`src/logic/csl_pkg.sv`:
```
// Constants, field layout and scaling for the charge safety limit register.
// Assumes a serial-interface register engine that hands over byte writes.
// What this block does
// - Eight-bit read/write safety register at location 06, reset value 0100_0000.
// - Bits 7..4 hold current ceiling code, weights 54.4/27.2/13.6/6.8 mV.
// - Current ceiling is 37.4 mV plus weighted code; default 64.6, top 139.4.
// - Bits 3..0 hold voltage ceiling code, weights 160/80/40/20 mV, default zero.
// - Voltage ceiling is 4.2 V plus weighted code, up to 4.44 V.
// - Register resets on short with supply, low output without supply, or pin low.
// - After safety reset writes land until any other register is written.
// - Regulation voltage and fast charge current never exceed the safety ceilings.
// - Writing another register first locks in the default ceilings.
// - Location 02 bits 7..2 give voltage in 20 mV steps above 3.5 V.
// - Fast charge current is limited to the lower of absolute maximum and ceiling.
package csl_pkg;
	localparam logic [7:0] ADDR_VREG = 8'h02;
	localparam logic [7:0] ADDR_ICHG = 8'h04;
	localparam logic [7:0] ADDR_SAFETY = 8'h06;
	localparam logic [7:0] SAFETY_RESET = 8'h40;
	// Field positions inside the safety register
	localparam int CUR_MSB = 7;
	localparam int CUR_LSB = 4;
	localparam int VOL_MSB = 3;
	localparam int VOL_LSB = 0;
	// Voltage scale in millivolts
	localparam logic [15:0] VREG_BASE_MV = 16'h0DAC;
	localparam logic [15:0] VMAX_BASE_MV = 16'h1068;
	localparam logic [15:0] VSTEP_MV = 16'h0014;
	// Ceiling code on the location-02 scale: (4200 - 3500) / 20
	localparam logic [5:0] VMAX_BASE_CODE = 6'h23;
	// Top of the regulation range: 4440 mV, code (4440 - 3500) / 20
	localparam logic [15:0] VTOP_MV = 16'h1158;
	localparam logic [5:0] VTOP_CODE = 6'h2F;
	// Current scale in tenths of a millivolt of sense voltage
	localparam logic [15:0] IBASE_TMV = 16'h0176;
	localparam logic [15:0] ISTEP_TMV = 16'h0044;
	localparam logic [15:0] IABS_MAX_TMV = 16'h041E;
	// Absolute maximum 105.4 mV sits at code (1054 - 374) / 68
	localparam logic [3:0] IABS_MAX_CODE = 4'hA;
endpackage

```
`src/logic/csl_safety_limit.sv`:
```
// Safety limit register, its write lock and the voltage and current clamps.
// Assumes byte writes and reads arrive from the serial register engine in the clk domain,
// and that the other registers live outside and hand over their charge codes.
`timescale 1ns/1ps
`default_nettype none
module csl_safety_limit (
	input wire logic clk, // 200 MHz register clock
	input wire logic nrst, // Asynchronous reset, active low
	input wire logic reg_wr, // Write strobe, one cycle
	input wire logic [7:0] reg_addr, // Register location
	input wire logic [7:0] reg_wdata, // Write data
	output logic [7:0] reg_rdata, // Read data, valid one cycle after address
	input wire logic output_short, // Output below short threshold
	input wire logic output_low_reset, // Output below digital reset threshold
	input wire logic input_supply, // Input supply above undervoltage level
	input wire logic safety_reset_pin_n, // Safety reset pin, active low
	input wire logic [5:0] vreg_code, // Requested voltage code, location 02 bits 7..2
	input wire logic [3:0] ichg_code, // Requested current code, location 04 bits 6..3
	output logic [5:0] vreg_eff_code, // Voltage code allowed to take effect
	output logic [3:0] ichg_eff_code, // Current code allowed to take effect
	output logic limits_locked // Safety limits locked
);
	typedef struct packed {
		logic [7:0] safety;
		logic lock;
		logic [7:0] rdata;
		logic [5:0] veff;
		logic [3:0] ieff;
	} csl_state_t;

	csl_state_t s_q;
	csl_state_t s_d;
	logic safety_rst;
	logic [15:0] vreq_mv;
	logic [15:0] vmax_mv;
	logic [15:0] ireq_tmv;
	logic [15:0] imax_tmv;
	logic [3:0] cur_field;
	logic [3:0] vol_field;
	logic [15:0] vlim_mv;
	logic [5:0] vlim_code;

	// ==================================================
	// Safety reset sources and scaled values
	assign safety_rst = (output_short & input_supply) | (output_low_reset & ~input_supply)
		| ~safety_reset_pin_n;
	assign cur_field = s_q.safety[csl_pkg::CUR_MSB:csl_pkg::CUR_LSB];
	assign vol_field = s_q.safety[csl_pkg::VOL_MSB:csl_pkg::VOL_LSB];
	assign vreq_mv = csl_pkg::VREG_BASE_MV + 16'(vreg_code) * csl_pkg::VSTEP_MV;
	assign vmax_mv = csl_pkg::VMAX_BASE_MV + 16'(vol_field) * csl_pkg::VSTEP_MV;
	assign ireq_tmv = csl_pkg::IBASE_TMV + 16'(ichg_code) * csl_pkg::ISTEP_TMV;
	assign imax_tmv = csl_pkg::IBASE_TMV + 16'(cur_field) * csl_pkg::ISTEP_TMV;

	// Voltage limit capped at the top of the regulation range
	assign vlim_mv = (vmax_mv > csl_pkg::VTOP_MV) ? csl_pkg::VTOP_MV : vmax_mv;
	assign vlim_code = (vmax_mv > csl_pkg::VTOP_MV) ? csl_pkg::VTOP_CODE
		: csl_pkg::VMAX_BASE_CODE + 6'(vol_field);

	// ==================================================
	// Next state
	always_comb begin
		s_d = s_q;
		// Write path and lock
		if (safety_rst) begin
			s_d.safety = csl_pkg::SAFETY_RESET;
			s_d.lock = 1'b0;
		end else if (reg_wr) begin
			if (reg_addr == csl_pkg::ADDR_SAFETY) begin
				if (!s_q.lock) begin
					s_d.safety = reg_wdata;
				end
			end else begin
				s_d.lock = 1'b1;
			end
		end
		// Read path
		if (reg_addr == csl_pkg::ADDR_SAFETY) begin
			s_d.rdata = s_q.safety;
		end else begin
			s_d.rdata = 8'h00;
		end
		// Voltage clamp on millivolt scale
		if (vreq_mv > vlim_mv) begin
			s_d.veff = vlim_code;
		end else begin
			s_d.veff = vreg_code;
		end
		// Current clamp to the lower of ceiling and absolute maximum
		if (ireq_tmv > imax_tmv && imax_tmv <= csl_pkg::IABS_MAX_TMV) begin
			s_d.ieff = cur_field;
		end else if (ireq_tmv > csl_pkg::IABS_MAX_TMV) begin
			s_d.ieff = csl_pkg::IABS_MAX_CODE;
		end else begin
			s_d.ieff = ichg_code;
		end
	end

	// State register
	always_ff @(posedge clk or negedge nrst) begin
		if (!nrst) begin
			s_q <= '{safety: csl_pkg::SAFETY_RESET, lock: 1'b0, rdata: 8'h00,
				veff: 6'h00, ieff: 4'h0};
		end else begin
			s_q <= s_d;
		end
	end

	// Outputs
	assign reg_rdata = s_q.rdata;
	assign vreg_eff_code = s_q.veff;
	assign ichg_eff_code = s_q.ieff;
	assign limits_locked = s_q.lock;
endmodule
`default_nettype wire

```
`config.mk`:
```
export PLATFORM = sky130hd
export DESIGN_NAME = csl_safety_limit
export DESIGN_NICKNAME = d
export VERILOG_FILES = /design/src/logic/csl_pkg.sv /design/src/logic/csl_safety_limit.sv
export SDC_FILE = /design/constraint.sdc
export NUM_CORES = 1
export LEC_CHECK = 0
export ABC_AREA = 1
export BUFFER_PORTS_ARGS = -buffer_cell sky130_fd_sc_hd__buf_2
export CORE_UTILIZATION = 49
export CTS_CLUSTER_SIZE = 16
export DETAILED_ROUTE_END_ITERATION = 7
export MAX_ROUTING_LAYER = met4
export PLACE_DENSITY = 0.8
export SLEW_MARGIN = 0
export SYNTH_ARGS = -nofsm -noshare
export SYNTH_HDL_FRONTEND = slang
export SYNTH_SLANG_ARGS = --single-unit
export TNS_END_PERCENT = 30
```
`constraint.sdc`:
```
create_clock -name clk -period 8.87 [get_ports clk]
set_clock_uncertainty 0.1 [all_clocks]
set_input_delay 1.774 -clock clk [delete_from_list [all_inputs] [get_ports clk]]
set_output_delay 1.774 -clock clk [all_outputs]
set_load 0.05 [all_outputs]
```
# Yosys cells after proc, flatten, opt, wreduce, memory -nomap -nowiden

Cells that the tools add are included.

Bits in registers: 27
Input port bits: 33

Add/sub/neg operators: 5
Multipliers: 4
$lt $le $gt $ge: 5
Eq/ne operators: 3
Multiplexer cells: 11
Bitwise logic cells: 6
Reductions and logical operators: 5

Operators by type and width:

| cell                                                                    | count |
|---|---|
| 9-bit by 11-bit adder with 12-bit output, first input constant          | 2 |
| 8-bit 2-to-1 mux                                                        | 3 |
| 4-bit by 5-bit multiplier with 9-bit output, second input constant      | 2 |
| 9-bit 2-to-1 mux                                                        | 2 |
| 13-bit by 9-bit adder with 14-bit output, first input constant          | 1 |
| 13-bit by 14-bit > comparator with 1-bit output                         | 1 |
| 14-bit by 13-bit > comparator with 1-bit output, second input constant  | 1 |
| 14-bit 2-to-1 mux                                                       | 1 |
| 12-bit by 11-bit adder with 13-bit output, first input constant         | 1 |
| 12-bit by 11-bit > comparator with 1-bit output, second input constant  | 1 |
| 12-bit > comparator                                                     | 1 |
| 12-bit by 11-bit <= comparator with 1-bit output, second input constant | 1 |
| 6-bit 2-to-1 mux                                                        | 2 |
| 6-bit by 3-bit multiplier with 9-bit output, second input constant      | 1 |
| 8-bit by 3-bit equality test with 1-bit output, second input constant   | 1 |
| 4-bit 2-to-1 mux                                                        | 2 |
| 4-bit by 3-bit multiplier with 7-bit output, second input constant      | 1 |
| 6-bit by 4-bit adder with 6-bit output, first input constant            | 1 |
| 2-bit nonzero test                                                      | 2 |
| 3-bit AND reduction                                                     | 1 |
| 1-bit AND                                                               | 2 |
| 2-bit by 1-bit inequality test with 1-bit output, second input constant | 1 |
| 2-bit inequality test, second input constant                            | 1 |
| 1-bit inverter                                                          | 2 |
| 4 further kinds                                                         | 5 |

# Longest topological paths before layout

Gate-level depths: netlist of run 1.

Depth after elaboration: 6
Depth in mapped cells: 25
Mapped depth without buffers: 25

# Least setup slack after synthesis of run 1

Ideal clock, no wire load.

Kind: in2reg
Start point: in vreg_code[1]
End point: reg s_q, in the netlist vreg_eff_code[0]
Arrival time: 4.153 ns
Setup slack: 4.500 ns
Cell stages on the path: 18
Cells stage by stage: ha_1 ha_1 inv_1 fa_1 inv_1 nand2_1 nand3_1 xor2_1 ha_1 nand2_1 nor2_1 nand2_1 nand3_1 nand2_1 nand3_4 nand2_4 nand2_1 nand2_1

RTL lines:

| element              | RTL line                | text |
|---|---|---|
| from (decl)          | csl_safety_limit.sv:17  | `input wire logic [5:0] vreg_code,` |
| to (signal assigned) | csl_safety_limit.sv:101 | `s_q <= '{safety: csl_pkg::SAFETY_RESET, lock: 1'b0, rdata: 8'h00,` |
| to (decl)            | csl_safety_limit.sv:31  | `csl_state_t s_q;` |

==> results by group, run 1 <==
Worst setup path
  • RR Endpoint: vreg_eff_code[2]$_DFF_PN0_
  • Startpoint Class: input port
  • Kind of critical path: input port to flop
  • Worst Path Required: 8.93 ns
  • Flop2flop setup slack: 5.23 ns
  • R2r worst-path depth: 21
  • Critical Path End: vreg_eff_code[2]$_DFF_PN0_
  • Max Fanout on Critical Path: 6
  • Worst Setup End Kind: flop
  • CP Launch Point: vreg_code[1]
  • Arr. time, crit path: 4.50 ns
  • FF-to-FF Start: s_q[22]$_DFFE_PN0P_

GRT
  • First-pass GRT wire length: 9211 microns
  • Largest net degree at the start of global routing: 28
  • Vias in the first global route: 2182
  • Initial antenna violation count: 0
  • GRT Residual Overflow: 0
  • Total GRT Usage: 19.38%

Yosys
  • Post-synthesis cell area: 2703 sq um
  • Syn Inst Count: 363
  • Share of the synthesized area in the top cell type: 24.07%
  • Leading area contributor after synthesis: dfrtp_1
  • Post-synthesis sequential area ratio: 25.05%
  • Synth Register Bits: 27
  • Netlist cell types: 37
  • Syn Nets: 436
  • Synthesis warning total: 0
  • Synth top area cells: dfrtp_1 (24%), ha_1 (18%), nand2_1 (12%)
  • Mean Syn Cell Area: 7.445 sq um

Die
  • Core area: 5205 sq um
  • Starting density of the core: 51.92%
  • Num rows: 26
  • Die area: 5816 sq um
  • Die height: 76.27 microns
  • I/O pin count: 52
  • Die Width: 76.27 microns

CTS
  • CTS tree: yes
  • Clk root buf: clkbuf_8
  • Post_cts resized: 0
  • Clock tree buffer depth: 2
  • Postcts setup bufs: 0
  • Number of hold buffers added after CTS: 0
  • H-tree depth: 1
  • Total CTS buffers: 3
  • Clock Sinks: 27
  • Skew-Pair Late Insertion Delay: 0.27 ns
  • Clk slew on worst S/H paths: 0.09 ns

STA
  • Setup_tns: 0 ns
  • Fin worst setup slack: 4.430 ns
  • Unrepaired setup endpoints after global routing: no
  • Fin. Hold Viols: 0
  • Tcrit/Tclk final: 50.06%
  • Setup-failing EPs final: 0
  • Worst hold slack: 0.4604 ns
  • Worst-margin pin slew: 0.5722 ns
  • Final Max Slew Viols: 0
  • Relative slew slack: 61.86%
  • Fin crit period: 4.440 ns
  • Max Clock Freq: 225.2 MHz

Layout
  • Fin nets: 474
  • Layout cell share with drive strength beyond 1: 21.75%
  • Area Overhead vs Synth: 9.398%
  • Commonest non-fill, non-tap cell in the layout: nand2_1
  • Commonest non-fill, non-tap cells in the layout: nand2_1 (89), buf_2 (51), inv_1 (45)
  • Post-Layout Cell Count: 470
  • ANT cells: 0

Power
  • Pwr Total: 375.9 uW
  • Peak supply drop: 0.08172 mV
  • Pwr per Cell Area: 127.1 nW/um^2
  • Pleak: 0.001645 uW

Detailed routing
  • Routed WL per cell: 10.85 microns
  • Initial DRC count: 110
  • DRC Markers: 0
  • Via density: 4.955
  • Drt pass-1 iters: 4
  • Routed Wire Length: 5098 microns
  • Routed vias: 2329
  • Final ANT Viol Nets: 0

Worst hold path
  • Hold Path Class: flop to flop
  • Hold_sp: limits_locked$_DFFE_PN0P_

Run status
  • Status: complete, no violations

Placed design
  • Dpl hpwl: 4401 microns
  • Setup slack at placement: 4.128 ns
  • Placed Cells: 466
  • IO Port Bufs: 51
  • Placer Congestion: 0.8490

Run
  • Max_cap viols: 0
cell usage after synthesis:
| cell type | n |
|---|---|
| fa_1 | 2 |
| nand3_2 | 3 |
| a22o_1 | 1 |
| xor2_1 | 12 |
| a21oi_1 | 9 |
| nand3_4 | 1 |
| ha_1 | 38 |
| conb_1 | 1 |
| nor3_1 | 2 |
| xnor2_1 | 3 |
| clkinv_1 | 1 |
| nand2_4 | 4 |
| nand3b_1 | 1 |
| dfstp_2 | 1 |
| or2_1 | 3 |
| nand4_1 | 9 |
| inv_1 | 45 |
| nand2_1 | 89 |
| nand3_1 | 21 |
| a21oi_2 | 1 |
| o31ai_1 | 1 |
| o21ai_0 | 4 |
| and2_1 | 1 |
| nand2_2 | 8 |
| a21o_1 | 1 |
| dfrtp_1 | 26 |
| o211ai_2 | 1 |
| nor4_1 | 2 |
| nor2_4 | 1 |
| o21ai_1 | 13 |
| or2_2 | 1 |
| nor2_1 | 26 |
| buf_4 | 18 |
| inv_2 | 8 |
| a31oi_1 | 2 |
| or2_4 | 1 |
| o21ai_4 | 2 |
report_power, final:
part	total [uW]	internal, uW	leakage, uW	switching, uW
sequential	136	133	0.000355	2.82
clock	66.4	31.4	0.0000255	34.9
combinational	173	57.0	0.00126	116
total	376	222	0.00164	154
routing by layer:
metal	GRT usage [%]	vias to the layer above	share of wire [%]
li1	-	1225	-
met1	25.90	1039	49
met2	32.61	63	46
met3	2.754	2	4.9
met4	1.154	0	0.20
met5	-	-	0
cells by family (layout without fill, tap and decap cells):
kind of cell / Yosys count / count (layout) / synth area share (%)
and+or+nand+nor: 173 / 173 / 30.23
xor gates and xnor gates: 15 / 15 / 4.861
adders and majority gates: 40 / 40 / 19.07
buffers and inverters: 72 / 109 / 12.50
AOI/OAI and AO/OA: 35 / 35 / 8.148
DFF: 27 / 27 / 25.05
other: 1 / 1 / 0.1388
state kept, by name, summed over array words and instances, names as in the netlist:
| register | flops |
|---|---|
| reg_rdata | 8 |
| vreg_eff_code | 6 |
| cur_field | 4 |
| ichg_eff_code | 4 |
| s_q | 4 |
| limits_locked | 1 |
worst min-delay path by stage:
stage | cells after the start | endpoint
CTS | 2 | limits_locked$_DFFE_PN0P_
detailed placement | 2 | limits_locked$_DFFE_PN0P_
global placement | 2 | limits_locked$_DFFE_PN0P_
finish | 2 | limits_locked$_DFFE_PN0P_
global route | 2 | limits_locked$_DFFE_PN0P_
floorplan | 2 | ichg_eff_code[2]$_DFF_PN0_
worst max-delay path, cell delays in order:
cell,delay [ns]
buf_2,0.12
ha_1,0.28
ha_1,0.16
inv_1,0.05
fa_1,0.60
inv_1,0.07
nand2_1,0.10
nand3_1,0.10
xor2_1,0.16
ha_1,0.29
nand2_1,0.07
nor2_1,0.13
nand2_1,0.07
nand3_1,0.10
nand2_1,0.10
nand3_4,0.12
nand2_4,0.08
nand2_1,0.07
nand2_1,0.06
per-stage QoR:
stage | utilization [%] | area (sq um)
3_5_place_dp | 55.91 | 2910
6_report | 56.80 | 2957
3_3_place_gp | 55.91 | 2910
4_1_cts | 56.80 | 2957
2_1_floorplan | - | 2703
5_1_grt | 56.80 | 2957
final cells by class:
class                      count  area [sq um]
sequential                    27         676.9
clock inverter                 1         5.005
inverter                      54         202.7
tap                           70         87.58
clock buffer                   3         41.29
timing repair buffer          51         255.2
multi-input combinational    264          1688
fill                         492          2248
Power figures use the tool's default switching activity.
==> inputs of run 2 (changes only) <==
ABC_AREA = 0   (was 1)
PLACE_DENSITY = 0.83   (was 0.8)
clock period = 3.7 ns   (was 8.87 ns; I/O delays follow)
==> run 2 against run 1 <==
Against the previous run:
- the run now ends with setup timing left
- synthesized cell count decreased by 18%
- final cell count decreased by 8.1%
- critical endpoint is now vreg_eff_code[1]$_DFF_PN0_
- critical path depth decreased by 3
- largest power group unchanged
- routed wire length increased by 10%
- non-clock buffer count increased by 34
- flip-flop and latch count unchanged
- critical path type is now flop to flop
- global-route usage increased by 2.4 points
- power increased to 2.6 times the previous value
==> results by group, run 2 <==
Power
  • Pleak: 0.001650 uW (+0.34%)
  • Pwr Total: 988.9 uW (+160%)
  • Pwr per Cell Area: 307.9 nW/um^2 (+140%)
  • Peak supply drop: 0.2689 mV (+230%)

Placed design
  • Dpl hpwl: 4569 microns (+3.8%)
  • Placed Area: 3088 sq um (+6.1%)
  • Placer Congestion: 0.9192 (+8.3%)
  • IO Port Bufs: 51 (unchanged)

Die
  • Die area: 5690 sq um (-2.2%)
  • Num rows: 26 (unchanged)
  • Die Width: 75.44 microns (-1.1%)
  • Starting density of the core: 51.41% (-0.51 points)
  • Die height: 75.44 microns (-1.1%)
  • I/O pin count: 52 (unchanged)
  • Core area: 5140 sq um (-1.2%)

Worst setup path
  • Crit-path max cell delay: 0.53 ns (-0.07 ns)
  • R2r worst-path depth: 16 (-24%)
  • CP dominant cell by count: ha_4
  • FF-to-FF Start: s_q[22]$_DFFE_PN0P_
  • Arr. time, crit path: 4.21 ns (-0.29 ns)
  • Delay-heaviest family, CP: compound AO/OA/AOI/OAI gates
  • Worst Setup End Kind: flop
  • Startpoint Class: flop
  • Kind of critical path: flop to flop
  • RR Endpoint: vreg_eff_code[1]$_DFF_PN0_
  • Worst path slowest cell: fa_2
  • Crit path buf inv count: 1 (-2)
  • Max Fanout on Critical Path: 6 (unchanged)
  • CP cell instances: ha_4, ha_4, inv_2, fa_2, or3b_4, xnor2_4, o221ai_2, a31oi_4, o21bai_1, ha_1, and4b_1, a211oi_2, o22ai_4, a21oi_2, a21o_2, o32a_2
  • Worst Path Required: 3.76 ns (-5.17 ns)
  • Flop2flop setup slack: -0.45 ns (-5.68 ns)

CTS
  • Clk slew on worst S/H paths: 0.10 ns (about the same)
  • CTS tree: yes
  • Skew-Pair Late Insertion Delay: 0.28 ns (about the same)
  • H-tree depth: 1 (unchanged)
  • Clock Sinks: 27 (unchanged)
  • Total CTS buffers: 3 (unchanged)
  • Clock tree buffer depth: 2 (unchanged)
  • Clk root buf: clkbuf_8

Yosys
  • Synth top area cells: dfrtp_1 (25%), ha_1 (18%), buf_4 (5.1%)
  • Most common cell in the netlist: ha_1
  • Netlist cell types: 55 (+49%)
  • Post-synth EDFFs: 0 (unchanged)
  • Post-synth top cells: ha_1 (38), nor2_1 (34), dfrtp_1 (26), inv_1 (22), a21oi_1 (21)
  • Syn Nets: 370 (-15%)
  • Post-synthesis cell area: 2643 sq um (-2.2%)
  • Post-synthesis sequential area ratio: 25.62% (+0.57 points)
  • Ys flop type: dfrtp_1
  • Leading area contributor after synthesis: dfrtp_1
  • Syn Inst Count: 297 (-18%)
  • Async SR Flop Fraction: 100.0% (unchanged)
  • Share of the synthesized area in the top cell type: 24.62% (+0.55 points)
  • Synth Register Bits: 27 (unchanged)
  • Mean Syn Cell Area: 8.897 sq um (+20%)
  • Synthesis warning total: 0 (unchanged)

STA
  • Worst hold slack: 0.3615 ns (-0.09889 ns)
  • Fin. Hold Viols: 0 (unchanged)
  • Worst-margin pin slew: 0.6078 ns (+0.03564 ns)
  • Fin crit period: 4.151 ns
  • Setup-failing EPs final: 6 (+6)
  • Fin worst setup slack: -0.4512 ns (-4.881 ns)
  • Relative slew slack: 59.48% (-2.4 points)
  • Max Clock Freq: 240.9 MHz
  • Unrepaired setup endpoints after global routing: yes
  • Tcrit/Tclk final: 112.2%
  • Final Max Slew Viols: 0 (unchanged)

Worst hold path
  • Hold Path Class: input port to async pin

Detailed routing
  • Routed Wire Length: 5629 microns (+10%)
  • Routed vias: 2291 (-1.6%)
  • Via density: 5.303 (+7.0%)
  • Drt pass-1 iters: 4 (unchanged)
  • Routed WL per cell: 13.03 microns (+20%)
  • Final ANT Viol Nets: 0 (unchanged)
  • Initial DRC count: 66 (-40%)
  • DRC Markers: 0 (unchanged)

Layout
  • Final Cell Area: 3212 sq um (+8.6%)
  • Commonest non-fill, non-tap cells in the layout: buf_2 (51), ha_1 (36), buf_4 (34)
  • Fin nets: 436 (-8.0%)
  • ANT cells: 0 (unchanged)
  • Area Overhead vs Synth: 21.54%
  • Max reg flops: 8 (unchanged)
  • Layout cell share with drive strength beyond 1: 31.77% (+10 points)
  • Commonest non-fill, non-tap cell in the layout: buf_2

GRT
  • Total GRT Usage: 21.78% (+2.4 points)
  • Initial antenna violation count: 0 (unchanged)
  • GRT Residual Overflow: 0 (unchanged)
  • First-pass GRT wire length: 9259 microns (+0.52%)
  • Vias in the first global route: 2170 (-0.55%)
  • Largest net degree at the start of global routing: 28 (unchanged)

Run status
  • Status: complete, but fails checks
  • Failing checks: setup timing

Run
  • Max_cap viols: 0 (unchanged)
[run 2: cell types whose count changed after synthesis, sizes merged, moves of 7 or more]
cell	delta
o21ai	-7
mux2i	+10
nand2	-88
xnor2	+8
nand2b	+7
a21oi	+11
inv	-31
nand3	-22
nor2	+7
[run 2: cell type report]
cell class              instances  area [sq um]
clock buffers                   3         41.29
clock inverters                 1         7.507
fillers                       445          1928
inverters                      22         82.58
multi-input cells             224          1804
flip-flops and latches         27         678.2
well taps                      70         87.58
repair buffers                 85         510.5
[run 2: kinds of logic after synthesis]
family,after synthesis,share of synthesized area (%)
DFF,27,25.62
other,1,0.1419
buffers and inverters,46,9.138
muxes,12,4.640
and+or+nand+nor,86,16.38
xor gates and xnor gates,20,6.913
adders and majority gates,40,19.51
AOI/OAI and AO/OA,65,17.66
[run 2: timing repair]
item / 4_1_cts / 5_1_grt
hold buffers: 0 / 0
gates cloned: 0 / 0
gates resized for setup: 3 / 6
setup buffers: 0 / 3
setup endpoints to repair: 6 / 6
pin swaps: 4 / 4
[run 2: worst max path at each step]
stage | end | cells past startpoint | slack (ns) | from
CTS | vreg_eff_code[3]$_DFF_PN0_ | 16 | -0.37 | s_q[20]$_DFFE_PN0P_
finish | vreg_eff_code[1]$_DFF_PN0_ | 16 | -0.45 | s_q[22]$_DFFE_PN0P_
global route | vreg_eff_code[3]$_DFF_PN0_ | 16 | -0.56 | s_q[22]$_DFFE_PN0P_
global placement | vreg_eff_code[3]$_DFF_PN0_ | 16 | -0.38 | vreg_code[1]
detailed placement | vreg_eff_code[1]$_DFF_PN0_ | 16 | -0.54 | vreg_code[1]
floorplan | vreg_eff_code[3]$_DFF_PN0_ | 16 | -0.36 | s_q[22]$_DFFE_PN0P_
[run 2: through the flow]
step	setup TNS, ns	utilization (%)	instances	setup slack (ns)
finish	-2.482	62.49	432	-0.4512
global route	-3.144	62.49	432	-0.5600
CTS	-1.965	61.27	429	-0.3735
detailed placement	-2.784	60.08	425	-0.5443
global placement	-1.864	60.08	425	-0.3782
floorplan	-1.713	-	297	-0.3582
[run 2: metal layers]
layer | part of all wire (%) | wire [microns] | global-route usage, % | vias to the layer above
met5 | 0 | 0 | - | -
met3 | 5.0 | 284 | 4.365 | 8
met4 | 1.2 | 66 | 4.938 | 0
li1 | - | - | - | 1151
met2 | 48 | 2695 | 37.10 | 72
met1 | 46 | 2582 | 26.64 | 1060
[run 2: power by group]
| group | leakage (uW) | switching, uW | internal [uW] |
|---|---|---|---|
| Clock | 0.0000217 | 96.9 | 76.6 |
| Sequential | 0.000350 | 5.78 | 319 |
| Combinational | 0.00128 | 290 | 200 |
| Total | 0.00165 | 393 | 596 |
